## config.mk

```make
export PLATFORM = sky130hd
export DESIGN_NAME = qts_timer
export DESIGN_NICKNAME = d
export VERILOG_FILES = /design/src/rtl/qts_pkg.sv /design/src/rtl/qts_flag_clear_if.sv /design/src/rtl/qts_flag_clear.sv /design/src/rtl/qts_timer.sv
export SDC_FILE = /design/constraint.sdc
export NUM_CORES = 1
export LEC_CHECK = 0
export ABC_AREA = 1
export BUFFER_PORTS_ARGS = -buffer_cell sky130_fd_sc_hd__buf_2
export CORE_ASPECT_RATIO = 1.4
export CORE_MARGIN = 1.5
export CORE_UTILIZATION = 40
export DETAILED_ROUTE_END_ITERATION = 10
export PLACE_DENSITY_LB_ADDON = 0.2
export SETUP_SLACK_MARGIN = 0.02
export SYNTH_ARGS = -nofsm -noshare
export SYNTH_HDL_FRONTEND = slang
export SYNTH_HIERARCHICAL = 1
export SYNTH_SLANG_ARGS = --single-unit
export TNS_END_PERCENT = 1
```

## constraint.sdc

```tcl
create_clock -name I_CLK_SYS -period 2.4 [get_ports I_CLK_SYS]
set_clock_uncertainty 0.1 [all_clocks]
set_input_delay 0 -clock I_CLK_SYS [delete_from_list [all_inputs] [get_ports I_CLK_SYS]]
set_output_delay 0 -clock I_CLK_SYS [all_outputs]
set_load 0.05 [all_outputs]
```

## src/rtl/qts_pkg.sv

```systemverilog
package qts_pkg;
  // register offsets on the plain register port
  localparam logic [3:0] ADDR_MODE = 4'h0;
  localparam logic [3:0] ADDR_STATUS = 4'h1;
  localparam logic [3:0] ADDR_IRQ_REQ = 4'h2;
  localparam logic [3:0] ADDR_IRQ_MASK = 4'h3;
  localparam logic [3:0] ADDR_COUNT_EN = 4'h4;
  localparam logic [3:0] ADDR_IRQ_EN = 4'h5;
  localparam logic [3:0] ADDR_COUNT_LO = 4'h6;
  localparam logic [3:0] ADDR_COUNT_HI = 4'h7;
  localparam logic [3:0] ADDR_EVT_STATUS = 4'h8;
  localparam logic [3:0] ADDR_EVT_MASK = 4'h9;
  // mode register fields
  localparam int MODE_START_BIT = 7;
  localparam int MODE_PHASE_BIT = 1;
  localparam int MODE_PWM_BIT = 0;
  // status register fields
  localparam int STAT_DIR_BIT = 4;
  localparam int STAT_OVF_BIT = 3;
  localparam int STAT_UDF_BIT = 2;
  localparam int STAT_MATCH_B_BIT = 1;
  localparam int STAT_MATCH_A_BIT = 0;
  // interrupt request, mask and enable fields
  localparam int IRQ_TIMER_BIT = 3;
  localparam int IEN_OVF_BIT = 3;
  localparam int IEN_UDF_BIT = 2;
  // reset values
  localparam logic [7:0] MODE_RESET = 8'h00;
  localparam logic [7:0] MASK_RESET = 8'hFF;
  localparam logic [7:0] COUNT_EN_RESET = 8'h00;
  localparam logic [7:0] IRQ_EN_RESET = 8'h00;
  localparam logic [15:0] COUNT_RESET = 16'h0000;
  localparam logic [7:0] READ_DEFAULT = 8'h00;
  // events for the sticky event status register
  localparam int EVT_OVF_BIT = 0;
  localparam int EVT_UDF_BIT = 1;
  localparam int EVT_IRQ_BIT = 2;
endpackage : qts_pkg

```

## src/rtl/qts_flag_clear_if.sv

```systemverilog
`timescale 1ns/100ps
interface qts_flag_clear_if;
  logic read_seen;
  logic write_zero;
  logic clear;
  modport top (output read_seen, output write_zero, input clear);
  modport arm (input read_seen, input write_zero, output clear);
endinterface : qts_flag_clear_if

```

## src/rtl/qts_flag_clear.sv

```systemverilog
`timescale 1ns/100ps
// arms on a read that saw the flag at 1, clears on a later zero write
module qts_flag_clear (
  // clock and reset
  input wire logic i_clk,
  input wire logic i_rst,
  // flag state
  input wire logic i_flag,
  // sequence signals
  qts_flag_clear_if.arm port
);
  logic armed_reg;
  logic armed_next;

  assign port.clear = port.write_zero & armed_reg;
  // a zero write drops the arm, so an event set in the clearing cycle needs a fresh read
  assign armed_next = port.read_seen ? i_flag :
                      (port.write_zero ? 1'b0 : armed_reg & i_flag);

  always_ff @(posedge i_clk) begin
    if (i_rst) begin
      armed_reg <= 1'b0;
    end else begin
      armed_reg <= armed_next;
    end
  end
endmodule : qts_flag_clear

```

## src/rtl/qts_timer.sv

```systemverilog
// Decided for this implementation: the register offsets and the strobed register port.
`timescale 1ns/100ps
// Notes on behaviour
// Writing 1 to mode bit 7 starts the counter on the phase inputs.
// Mode bit 7 at 0 stops counting and, in PWM mode, resets the PWM pin.
// Status bit 3 overflow clears only by a read of it then a zero write.
// Status bit 2 underflow clears only by a read of it then a zero write.
// Status holds direction 4, overflow 3, underflow 2, matches 1 and 0; here bits 1 and 0 always read 0.
// Request bit 3 reads 1 while pending, and software clears it with 0.
// Mask bit 3 at 0 passes the request to the processor, at 1 blocks it.
// Software clears flags and request, unmasks, and only then starts.
// Mode bit 1 picks plain increment at 0 and phase counting at 1.
// Enable bits 7..4 pick increment edges, bits 3..0 decrement edges.
// Overflow or underflow raises the request only if its enable is 1.
// A zero write without a prior read of the flag as 1 keeps the flag.
module qts_timer #(
  parameter int COUNT_WIDTH = 16
) (
  // clock and reset
  input wire logic I_CLK_SYS,
  input wire logic I_RST,
  // register port
  input wire logic [3:0] I_ADDR,
  input wire logic [7:0] I_WDATA,
  input wire logic I_WR,
  input wire logic I_RD,
  output logic [7:0] O_RDATA,
  // encoder phase inputs
  input wire logic I_PHASE_INPUT_A,
  input wire logic I_PHASE_INPUT_B,
  // pwm output pin
  output logic O_PWM_OUTPUT_PIN,
  // interrupts
  output logic O_TIMER_INTERRUPT,
  output logic O_IRQ
);
  // refused at elaboration: the count bytes map onto two 8-bit reads
  if (COUNT_WIDTH < 9 || COUNT_WIDTH > 16) begin : g_width_check
    $error("COUNT_WIDTH must be 9..16");
  end

  typedef enum logic [1:0] {QTS_IDLE, QTS_RUN} qts_run_t;

  function automatic logic [7:0] qts_byte(input logic [15:0] v,
                                          input logic hi);
    qts_byte = hi ? v[15:8] : v[7:0];
  endfunction : qts_byte

  localparam logic [COUNT_WIDTH-1:0] CNT_MAX = {COUNT_WIDTH{1'b1}};
  localparam logic [COUNT_WIDTH-1:0] CNT_ONE =
    {{(COUNT_WIDTH-1){1'b0}}, 1'b1};

  // pin synchronisers
  logic [1:0] sync_a_reg;
  logic [1:0] sync_b_reg;
  logic prev_a_reg;
  logic prev_b_reg;

  // registers
  logic [7:0] mode_reg;
  logic [7:0] count_en_reg;
  logic [7:0] irq_en_reg;
  logic [7:0] irq_req_reg;
  logic [7:0] irq_mask_reg;
  logic [7:0] evt_status_reg;
  logic [7:0] evt_mask_reg;
  logic [COUNT_WIDTH-1:0] count_reg;
  logic [COUNT_WIDTH-1:0] count_next;
  logic ovf_reg;
  logic udf_reg;
  logic dir_reg;
  logic pwm_reg;
  logic [7:0] rdata_reg;
  logic [7:0] rdata_next;
  qts_run_t run_reg;
  qts_run_t run_next;

  // decode
  wire wr_mode = I_WR && I_ADDR == qts_pkg::ADDR_MODE;
  wire wr_status = I_WR && I_ADDR == qts_pkg::ADDR_STATUS;
  wire wr_irq_req = I_WR && I_ADDR == qts_pkg::ADDR_IRQ_REQ;
  wire wr_irq_mask = I_WR && I_ADDR == qts_pkg::ADDR_IRQ_MASK;
  wire wr_count_en = I_WR && I_ADDR == qts_pkg::ADDR_COUNT_EN;
  wire wr_irq_en = I_WR && I_ADDR == qts_pkg::ADDR_IRQ_EN;
  wire wr_evt_status = I_WR && I_ADDR == qts_pkg::ADDR_EVT_STATUS;
  wire wr_evt_mask = I_WR && I_ADDR == qts_pkg::ADDR_EVT_MASK;
  wire rd_status = I_RD && I_ADDR == qts_pkg::ADDR_STATUS;

  // phase edge and level detection on the second synchroniser stage
  wire a_now = sync_a_reg[1];
  wire b_now = sync_b_reg[1];
  wire a_rise = a_now & ~prev_a_reg;
  wire a_fall = ~a_now & prev_a_reg;
  wire b_rise = b_now & ~prev_b_reg;
  wire b_fall = ~b_now & prev_b_reg;
  wire [7:0] cond;
  assign cond[7] = ~a_now & b_rise;
  assign cond[6] = b_now & a_rise;
  assign cond[5] = a_now & b_fall;
  assign cond[4] = ~b_now & a_fall;
  assign cond[3] = b_now & a_fall;
  assign cond[2] = ~a_now & b_fall;
  assign cond[1] = ~b_now & a_rise;
  assign cond[0] = a_now & b_rise;
  wire [7:0] cond_en = cond & count_en_reg;
  wire running = run_reg == QTS_RUN;
  wire phase_mode = mode_reg[qts_pkg::MODE_PHASE_BIT];
  // both an up and a down condition in one cycle cancel
  wire up_raw = phase_mode ? |cond_en[7:4] : 1'b1;
  wire dn_raw = phase_mode ? |cond_en[3:0] : 1'b0;
  wire step_up = running & up_raw & ~dn_raw;
  wire step_dn = running & dn_raw & ~up_raw;
  wire ovf_evt = step_up & (count_reg == CNT_MAX);
  wire udf_evt = step_dn & (count_reg == '0);

  // flag clear sequencing
  qts_flag_clear_if ovf_if();
  qts_flag_clear_if udf_if();
  assign ovf_if.read_seen = rd_status;
  assign udf_if.read_seen = rd_status;
  assign ovf_if.write_zero = wr_status & ~I_WDATA[qts_pkg::STAT_OVF_BIT];
  assign udf_if.write_zero = wr_status & ~I_WDATA[qts_pkg::STAT_UDF_BIT];

  qts_flag_clear u_ovf_clear (
    .i_clk(I_CLK_SYS),
    .i_rst(I_RST),
    .i_flag(ovf_reg),
    .port(ovf_if.arm)
  );

  qts_flag_clear u_udf_clear (
    .i_clk(I_CLK_SYS),
    .i_rst(I_RST),
    .i_flag(udf_reg),
    .port(udf_if.arm)
  );

  // set wins over clear; unarmed zero writes leave the flag alone
  wire ovf_next = ovf_evt | (ovf_reg & ~ovf_if.clear);
  wire udf_next = udf_evt | (udf_reg & ~udf_if.clear);

  wire req_set = (ovf_evt & irq_en_reg[qts_pkg::IEN_OVF_BIT]) |
                 (udf_evt & irq_en_reg[qts_pkg::IEN_UDF_BIT]);
  wire [7:0] irq_req_next;
  assign irq_req_next = wr_irq_req ? I_WDATA : irq_req_reg;
  wire req_bit_next = req_set |
    (wr_irq_req ? I_WDATA[qts_pkg::IRQ_TIMER_BIT]
                : irq_req_reg[qts_pkg::IRQ_TIMER_BIT]);

  // request reaches the processor only while unmasked
  wire timer_int = irq_req_reg[qts_pkg::IRQ_TIMER_BIT] &
                   ~irq_mask_reg[qts_pkg::IRQ_TIMER_BIT];

  wire [7:0] evt_raw;
  assign evt_raw = {5'h0_0, req_set, udf_evt, ovf_evt};
  wire [7:0] evt_status_next =
    evt_raw | (evt_status_reg & ~(wr_evt_status ? I_WDATA : 8'h00));

  always_comb begin
    run_next = run_reg;
    case (run_reg)
      QTS_IDLE: begin
        if (mode_reg[qts_pkg::MODE_START_BIT]) begin
          run_next = QTS_RUN;
        end
      end
      QTS_RUN: begin
        if (!mode_reg[qts_pkg::MODE_START_BIT]) begin
          run_next = QTS_IDLE;
        end
      end
      default: run_next = QTS_IDLE;
    endcase
  end

  always_comb begin
    count_next = count_reg;
    if (step_up) begin
      count_next = count_reg + CNT_ONE;
    end else if (step_dn) begin
      count_next = count_reg - CNT_ONE;
    end
  end

  wire [15:0] count_wide = 16'(count_reg);
  wire [7:0] status_val = {3'h0, dir_reg, ovf_reg, udf_reg,
                           2'h0};

  always_comb begin
    case (I_ADDR)
      qts_pkg::ADDR_MODE: rdata_next = mode_reg;
      qts_pkg::ADDR_STATUS: rdata_next = status_val;
      qts_pkg::ADDR_IRQ_REQ: rdata_next = irq_req_reg;
      qts_pkg::ADDR_IRQ_MASK: rdata_next = irq_mask_reg;
      qts_pkg::ADDR_COUNT_EN: rdata_next = count_en_reg;
      qts_pkg::ADDR_IRQ_EN: rdata_next = irq_en_reg;
      qts_pkg::ADDR_COUNT_LO: rdata_next = qts_byte(count_wide, 1'b0);
      qts_pkg::ADDR_COUNT_HI: rdata_next = qts_byte(count_wide, 1'b1);
      qts_pkg::ADDR_EVT_STATUS: rdata_next = evt_status_reg;
      qts_pkg::ADDR_EVT_MASK: rdata_next = evt_mask_reg;
      default: rdata_next = qts_pkg::READ_DEFAULT;
    endcase
    if (!I_RD) begin
      rdata_next = qts_pkg::READ_DEFAULT;
    end
  end

  always_ff @(posedge I_CLK_SYS) begin
    if (I_RST) begin
      sync_a_reg <= 2'h0;
      sync_b_reg <= 2'h0;
      prev_a_reg <= 1'b0;
      prev_b_reg <= 1'b0;
    end else begin
      sync_a_reg <= {sync_a_reg[0], I_PHASE_INPUT_A};
      sync_b_reg <= {sync_b_reg[0], I_PHASE_INPUT_B};
      prev_a_reg <= a_now;
      prev_b_reg <= b_now;
    end
  end

  always_ff @(posedge I_CLK_SYS) begin
    if (I_RST) begin
      mode_reg <= qts_pkg::MODE_RESET;
      count_en_reg <= qts_pkg::COUNT_EN_RESET;
      irq_en_reg <= qts_pkg::IRQ_EN_RESET;
      irq_mask_reg <= qts_pkg::MASK_RESET;
      evt_mask_reg <= qts_pkg::MASK_RESET;
    end else begin
      if (wr_mode) mode_reg <= I_WDATA;
      if (wr_count_en) count_en_reg <= I_WDATA;
      if (wr_irq_en) irq_en_reg <= I_WDATA;
      if (wr_irq_mask) irq_mask_reg <= I_WDATA;
      if (wr_evt_mask) evt_mask_reg <= I_WDATA;
    end
  end

  always_ff @(posedge I_CLK_SYS) begin
    if (I_RST) begin
      run_reg <= QTS_IDLE;
      count_reg <= COUNT_WIDTH'(qts_pkg::COUNT_RESET);
      ovf_reg <= 1'b0;
      udf_reg <= 1'b0;
      dir_reg <= 1'b0;
      irq_req_reg <= 8'h00;
      evt_status_reg <= 8'h00;
      rdata_reg <= qts_pkg::READ_DEFAULT;
    end else begin
      run_reg <= run_next;
      count_reg <= count_next;
      ovf_reg <= ovf_next;
      udf_reg <= udf_next;
      if (step_up | step_dn) dir_reg <= step_up;
      irq_req_reg <= {irq_req_next[7:4], req_bit_next, irq_req_next[2:0]};
      evt_status_reg <= evt_status_next;
      rdata_reg <= rdata_next;
    end
  end

  // pwm waveform itself is out of scope; stop returns the pin to idle low
  always_ff @(posedge I_CLK_SYS) begin
    if (I_RST) begin
      pwm_reg <= 1'b0;
    end else if (!mode_reg[qts_pkg::MODE_START_BIT]) begin
      // a stop that also drops the pwm select must not leave the pin high
      pwm_reg <= 1'b0;
    end else if (mode_reg[qts_pkg::MODE_PWM_BIT] && ovf_evt) begin
      pwm_reg <= ~pwm_reg;
    end
  end

  assign O_RDATA = rdata_reg;
  assign O_PWM_OUTPUT_PIN = pwm_reg;
  assign O_TIMER_INTERRUPT = timer_int;
  assign O_IRQ = |(evt_status_reg & ~evt_mask_reg);
endmodule : qts_timer

```

==> impl_results.md, run 1 <==
* Post-Synthesis Cell Area at 4980 um^2
* Hold WC Path Type: in2reg
* Die Wd at 97.3 um
* Tot Pwr at 3.48 mW
* Sequential share of power at around 46%
* Sw Share at approximately a quarter
* Initial antenna violation count at 0
* Hold slack at around 26 ps
* Final slew viol count at 0
* Relative slew margins at 60.4%
* Clock network power share at between 40% and 50%
* Vias in the first global route at roughly 4900
* Psw at roughly 0.90 mW
* Syn_nets at roughly 780
* Biggest area consumer among synthesized cells: dfxtp_1
* RSZ-0062 raised after global routing: true
* Via count at around 5200
* Grt ovf at 0
* Critical-path maximum fanout at 8
* Most frequent cells in the layout: nand2_1 (148), inv_1 (113), dfxtp_1 (90), a21oi_1 (69), nor2_1 (57)
* Min cycle time layout at around 2500 ps
* Critical Path RT at roughly 2600 ps
* Area Growth Syn to Fin at 28.4%
* CTS tree: done
* Crit-path max cell delay at approximately 370 ps
* Root Buffer: clkbuf_16
* Clock Tree Buf Depth at 2
* Failing checks: negative setup slack
* Final WS setup at -81.0 ps
* Maxcap violations at 0
* Largest net degree at the start of global routing at 37
* Nets at between 800 and 900
* First-pass GRT wire length at about 24000 um
* Routed Antenna Nets at 0
* N_diodes at 0
* Crit path kind: reg2reg
* Worst-path clk slew at 70 ps
* Die H at roughly 140 um
* Row count at 48
* YS warnings at 6
* Cell count after synthesis at roughly 740
* Yosys cell types at 34
* Logic pwr share at 11.6%
* Place WS at -120 ps
* Htree depth at 3
* Hold Vio Cnt, Final at 0
* Routed wire per std cell at 15.5 um
* Design internal power at roughly 2.6 mW
* DRT Wirelength at about 15000 um
* GPL Wtd Cong at approximately 0.9
* Seq/Total Area, Yosys at 37.4%
* Fillers at 1191
* CTS Buf Count at 9
* Vias per inst at 5.26
* CP Capture Type: register
* CP max-delay cell: dfxtp_4
* Largest cells by area after synthesis: dfxtp_1 (37%), nand2_1 (13%), inv_1 (8.8%)
* Max Freq at 403 MHz
* Tcrit/Tclk final at 103%
* P_leak at between 2 and 3 nW
* Post-route DRC at 0
* P per Cell Area at about 540 nW/um^2
* IO Pins at 29
* 1st-iter DRT viols at 286
* Commonest non-fill, non-tap cell in the layout: nand2_1
* Port Buffers at 28
* WP buf/inv at 4
* Clock sink total at 93
* First drt pass iteration count at 7
* Worst vdd ir at about 390 uV
* Yosys reg bits at a little over 90
* Detailed placement HPWL at between 10000 and 15000 um
* Share of cells above drive strength 1 at between 20% and 30%
* Floorplan core area at between 10000 and 15000 um^2
* Tightest Pin Transition at 592 ps
* Setup violations, final at 8
* Global Route Usage Sum at approximately 23%
* Area share of the largest cell type after synthesis at roughly 37%
* Critical path startpoint category: register
* Max FFs per register at 16
* Crit-path cells: nand2_1 -> inv_1 -> nand2_1 -> nand3_2 -> nor2_4 -> nor2_4 -> nand2_4 -> buf_12 -> ha_4 -> nand2_4 -> inv_1 -> a21oi_2 -> nand2_4 -> nand2_2 -> nand2_2 -> inv_2 -> nand2_2 -> nand3_2 -> nand2_1 -> nor2_1
* Mean area per synthesized cell at roughly 6.7 um^2
* Cell family with most CP delay: simple AND/OR/NAND/NOR gates
* Worst Path Arrival at between 2000 and 3000 ps
* Die area at roughly 13000 um^2
* Status: complete, but fails checks
* Worst-Skew Late Latency at between 300 and 400 ps
* Initial core utilization at between 40 and 50%
-- cell type report --
type | instances | area [um^2] | area share (%)
clock buffer | 11 | 243 | 3.79
clock inverter | 5 | 67.6 | 1.06
inverter | 122 | 460 | 7.19
multi-input combinational | 509 | 2900 | 45.3
sequential | 93 | 1870 | 29.2
tap | 150 | 188 | 2.93
timing repair buffer | 90 | 673 | 10.5
-- power by group through the flow --
stage | combinational [mW] | sequential, mW | clock (mW)
floorplan | 0.209 | 1.63 | 0
global placement | 0.336 | 1.62 | 0
detailed placement | 0.340 | 1.62 | 0
CTS | 0.376 | 1.59 | 1.51
global route | 0.447 | 1.59 | 1.56
finish | 0.405 | 1.59 | 1.48
-- final timing paths --
path                           endpoint                      from  cells past startpoint  slack (ps)
max          count_reg[15]$_SDFFE_PP0P_  sync_a_reg[1]$_SDFF_PP0_                     20         -80
min            sync_a_reg[0]$_SDFF_PP0_                     I_RST                      2          30
max reg2reg  count_reg[15]$_SDFFE_PP0P_  sync_a_reg[1]$_SDFF_PP0_                     20         -80
min reg2reg    sync_a_reg[1]$_SDFF_PP0_  sync_a_reg[0]$_SDFF_PP0_                      2         300
-- repair_timing --
action,CTS,global route
hold buffers,11,0
endpoints found under the setup margin,9,13
hold endpoints to repair,59,0
resized for setup,36,35
setup buffers,1,6
pin swaps,11,34
cloned,1,0
-- synth_stat cells --
master / instances
a21oi_1: 77
fa_1: 1
or2_2: 1
buf_1: 1
dfxtp_1: 93
o21a_1: 1
buf_4: 1
nand2_4: 1
and2_1: 1
a221oi_1: 5
nand4_2: 1
buf_12: 1
a21o_1: 1
inv_1: 117
nand4_1: 12
o21bai_1: 1
inv_2: 2
clkbuf_1: 13
xor2_1: 7
o21ai_1: 1
nand2_2: 10
clkinv_1: 3
o211ai_1: 3
a31oi_1: 5
o21ai_0: 39
a21oi_2: 11
nor2_2: 3
nor3_1: 9
nand3_1: 61
nor2_1: 60
ha_1: 15
buf_2: 4
o22ai_1: 15
nand2_1: 168
-- per-layer routing --
| layer | part of all wire [%] | global-route usage (%) |
|---|---|---|
| met1 | 39 | 25.1 |
| met2 | 54 | 45.1 |
| met3 | 3.0 | 2.12 |
| met4 | 3.5 | 10.9 |
| met5 | 0 | 0 |
-- cell families (layout without fill, tap and decap cells) --
logic type | count (synthesis) | count (layout) | synth area share [%]
fa+ha+maj | 16 | 16 | 4.17
buf+inv | 142 | 228 | 11.2
xor+xnor | 7 | 7 | 1.23
flops | 93 | 93 | 37.4
compound gates | 159 | 159 | 18.0
simple gates | 327 | 327 | 28.1
-- metrics by stage --
| step | cell area, um^2 | utilization [%] | setup TNS [ps] | std cells |
|---|---|---|---|---|
| floorplan | 5030 | - | 0 | 744 |
| global placement | 5580 | 45.5 | -280 | 945 |
| detailed placement | 5580 | 45.5 | -417 | 945 |
| CTS | 6240 | 50.9 | -140 | 974 |
| global route | 6400 | 52.2 | -1910 | 980 |
| finish | 6400 | 52.2 | -318 | 980 |
Power figures use the tool's default switching activity.
==> inputs of run 2 (changes only) <==
CTS_CLUSTER_SIZE = 8   (was unset)
GPL_TIMING_DRIVEN = 0   (was unset)
TNS_END_PERCENT = 50   (was 1)
==> run 2 against run 1 <==
  * Die area unchanged
  * Register-to-register slack worse by 80 ps
  * Clock-buffer cell count fell by 2
  * Maximum frequency fell by 3.2%
  * Critical path depth shrank 3
  * Utilization is 0.51 points higher
  * Routed wire length increased by 3.0%
  * Sequential power barely moved
  * The flow still finishes with violations (negative setup slack)
  * Power down 0.15%
==> impl_results.md, run 2 (same netlist as run 1, synthesis figures left out) <==
* Tcrit/Tclk final at 107% (+3.4 points)
* Setup violations, final at 8 (unchanged)
* RSZ-0062 raised after global routing: true
* CTS Buf Count at 9 (unchanged)
* Final instance area at 6460 um^2 (+0.98%)
* Port Buffers at 28 (unchanged)
* Sequential share of power at 45.8% (about the same)
* Critical path startpoint category: register
* Root Buffer: clkbuf_16
* Die H at 135 um (unchanged)
* Sw Share at 27.0% (+0.97 points)
* Clock Tree Buf Depth at 2 (unchanged)
* CP Capture Type: register
* Row count at 48 (unchanged)
* Grt ovf at 0 (unchanged)
* Hold slack at 75.0 ps (+49.2 ps)
* 1st-iter DRT viols at 230 (-20%)
* Floorplan core area at 12300 um^2 (unchanged)
* Maxcap violations at 0 (unchanged)
* First drt pass iteration count at 5 (-2)
* Psw at 0.936 mW (+3.6%)
* Design internal power at 2.54 mW (-1.5%)
* Initial antenna violation count at 0 (unchanged)
* Detailed placement HPWL at 11200 um (-0.34%)
* Routed Antenna Nets at 0 (unchanged)
* Hold Vio Cnt, Final at 0 (unchanged)
* Post-route DRC at 0 (unchanged)
* Area Growth Syn to Fin at 29.7%
* Crit-path cells: o21ai_2 -> nor2_4 -> nor2_4 -> nand2_4 -> buf_12 -> ha_4 -> nand2_4 -> inv_4 -> a21oi_4 -> nand2_4 -> buf_4 -> nand2_2 -> nand2_1 -> nand2_1 -> nand2_1 -> nand2_2 -> a21oi_2
* Vias in the first global route at 4975 (+1.8%)
* Worst-path clk slew at 70 ps (about the same)
* Place WS at -483 ps (-363 ps)
* Largest net degree at the start of global routing at 17 (-54%)
* Vias per inst at 5.33 (+1.3%)
* Most frequent cells in the layout: nand2_1 (136), inv_1 (112), dfxtp_1 (89), a21oi_1 (68), nor2_1 (55)
* Failing checks: negative setup slack
* Core Util, Final at 52.7% (+0.51 points)
* Die area at 13100 um^2 (unchanged)
* Max FFs per register at 16 (unchanged)
* First-pass GRT wire length at 24200 um (-0.14%)
* DRT Wirelength at 15600 um (+3.0%)
* Logic pwr share at 12.3% (+0.7 points)
* Htree depth at 3 (unchanged)
* Nets at 855 (-0.47%)
* Worst-Skew Late Latency at 350 ps (about the same)
* P per Cell Area at 537 nW/um^2 (-1.1%)
* Max Freq at 390 MHz (-3.2%)
* Relative slew margins at 55.2% (-5.2 points)
* P_leak at 2.79 nW (-0.87%)
* Min cycle time layout at 2560 ps (+82.7 ps)
* Tightest Pin Transition at 670 ps (+77.9 ps)
* Routed wire per std cell at 16.0 um (+3.4%)
* Global Route Usage Sum at 23.4% (+0.16 points)
* Hold WC Path Type: in2reg
* Die Wd at 97.3 um (unchanged)
* Post-route insts no fill at 976 (-0.41%)
* CP max-delay cell: dfxtp_1
* Share of cells above drive strength 1 at 22.5% (+0.35 points)
* Critical-path maximum fanout at 7 (-1)
* Critical Path RT at 2510 ps (-80 ps)
* Clock sink total at 93 (unchanged)
* Initial core utilization at 40.7% (unchanged)
* Crit-path max cell delay at 520 ps (+150 ps)
* Status: complete, but fails checks
* Tot Pwr at 3.47 mW (-0.15%)
* Clock network power share at 41.9% (-0.8 points)
* Worst vdd ir at 319 uV (-19%)
* Total placed cells including tap cells at 922 (-2.4%)
* Commonest non-fill, non-tap cell in the layout: nand2_1
* Crit path kind: reg2reg
* GPL Wtd Cong at 0.904 (+2.4%)
* Final setup TNS at -708 ps (-389 ps)
* Placed inst area at 5360 um^2 (-4.0%)
* IO Pins at 29 (unchanged)
* N_diodes at 0 (unchanged)
* WP buf/inv at 3 (-1)
* Worst Path Arrival at 2680 ps (about the same)
* Final WS setup at -164 ps (-82.7 ps)
* Via count at 5203 (+0.87%)
* Final slew viol count at 0 (unchanged)
* CTS tree: done
* Cell family with most CP delay: simple AND/OR/NAND/NOR gates
run 2: path summary, 6_finish.rpt:
kind                            startpoint  slack (ps)                           end  depth (start not counted)
setup / recovery  mode_reg[1]$_SDFFE_PP0P_        -160     count_reg[9]$_SDFFE_PP0P_                         17
hold / removal                   I_ADDR[2]          80  count_en_reg[1]$_SDFFE_PP0P_                          5
setup reg to reg  mode_reg[1]$_SDFFE_PP0P_        -160     count_reg[9]$_SDFFE_PP0P_                         17
hold reg to reg   sync_a_reg[0]$_SDFF_PP0_         290      sync_a_reg[1]$_SDFF_PP0_                          2
run 2: metal layers:
| layer | up-vias | track usage [%] | wire length, um |
|---|---|---|---|
| met5 | - | 0 | 0 |
| met4 | 0 | 11.8 | 549 |
| met3 | 38 | 2.90 | 599 |
| met2 | 147 | 44.6 | 8400 |
| met1 | 2439 | 25.1 | 6090 |
| li1 | 2579 | - | - |
run 2: worst reg2reg max path, stage by stage (launching register included):
cell and delay (ps):
dfxtp_1 520, o21ai_2 120, nor2_4 180, nor2_4 60, nand2_4 150, buf_12 170
ha_4 230, nand2_4 110, inv_4 40, a21oi_4 160, nand2_4 100, buf_4 150
nand2_2 50, nand2_1 50, nand2_1 60, nand2_1 60, nand2_2 70, a21oi_2 40
run 2: power by group through the flow:
stage | Sequential (mW) | Clock [mW] | Combinational, mW
floorplan | 1.63 | 0 | 0.209
global placement | 1.62 | 0 | 0.319
detailed placement | 1.62 | 0 | 0.322
CTS | 1.59 | 1.45 | 0.387
global route | 1.59 | 1.53 | 0.467
finish | 1.59 | 1.46 | 0.428
run 2: layout make-up:
class	count	area, um^2
plain buffers	20	113
clock buffers	9	225
clock inverters	7	75.1
fillers	1211	5790
inverters	122	468
multi-input cells	509	3020
flip-flops and latches	93	1870
well taps	150	188
repair buffers	66	505
run 2: what timing repair did:
action | 4_1_cts | 5_1_grt
gates resized for setup | 64 | 44
hold endpoints to repair | 60 | 0
cloned | 2 | 0
hold buffers | 13 | 0
setup endpoints to repair | 13 | 13
setup buffers | 20 | 3
pin swaps | 21 | 31
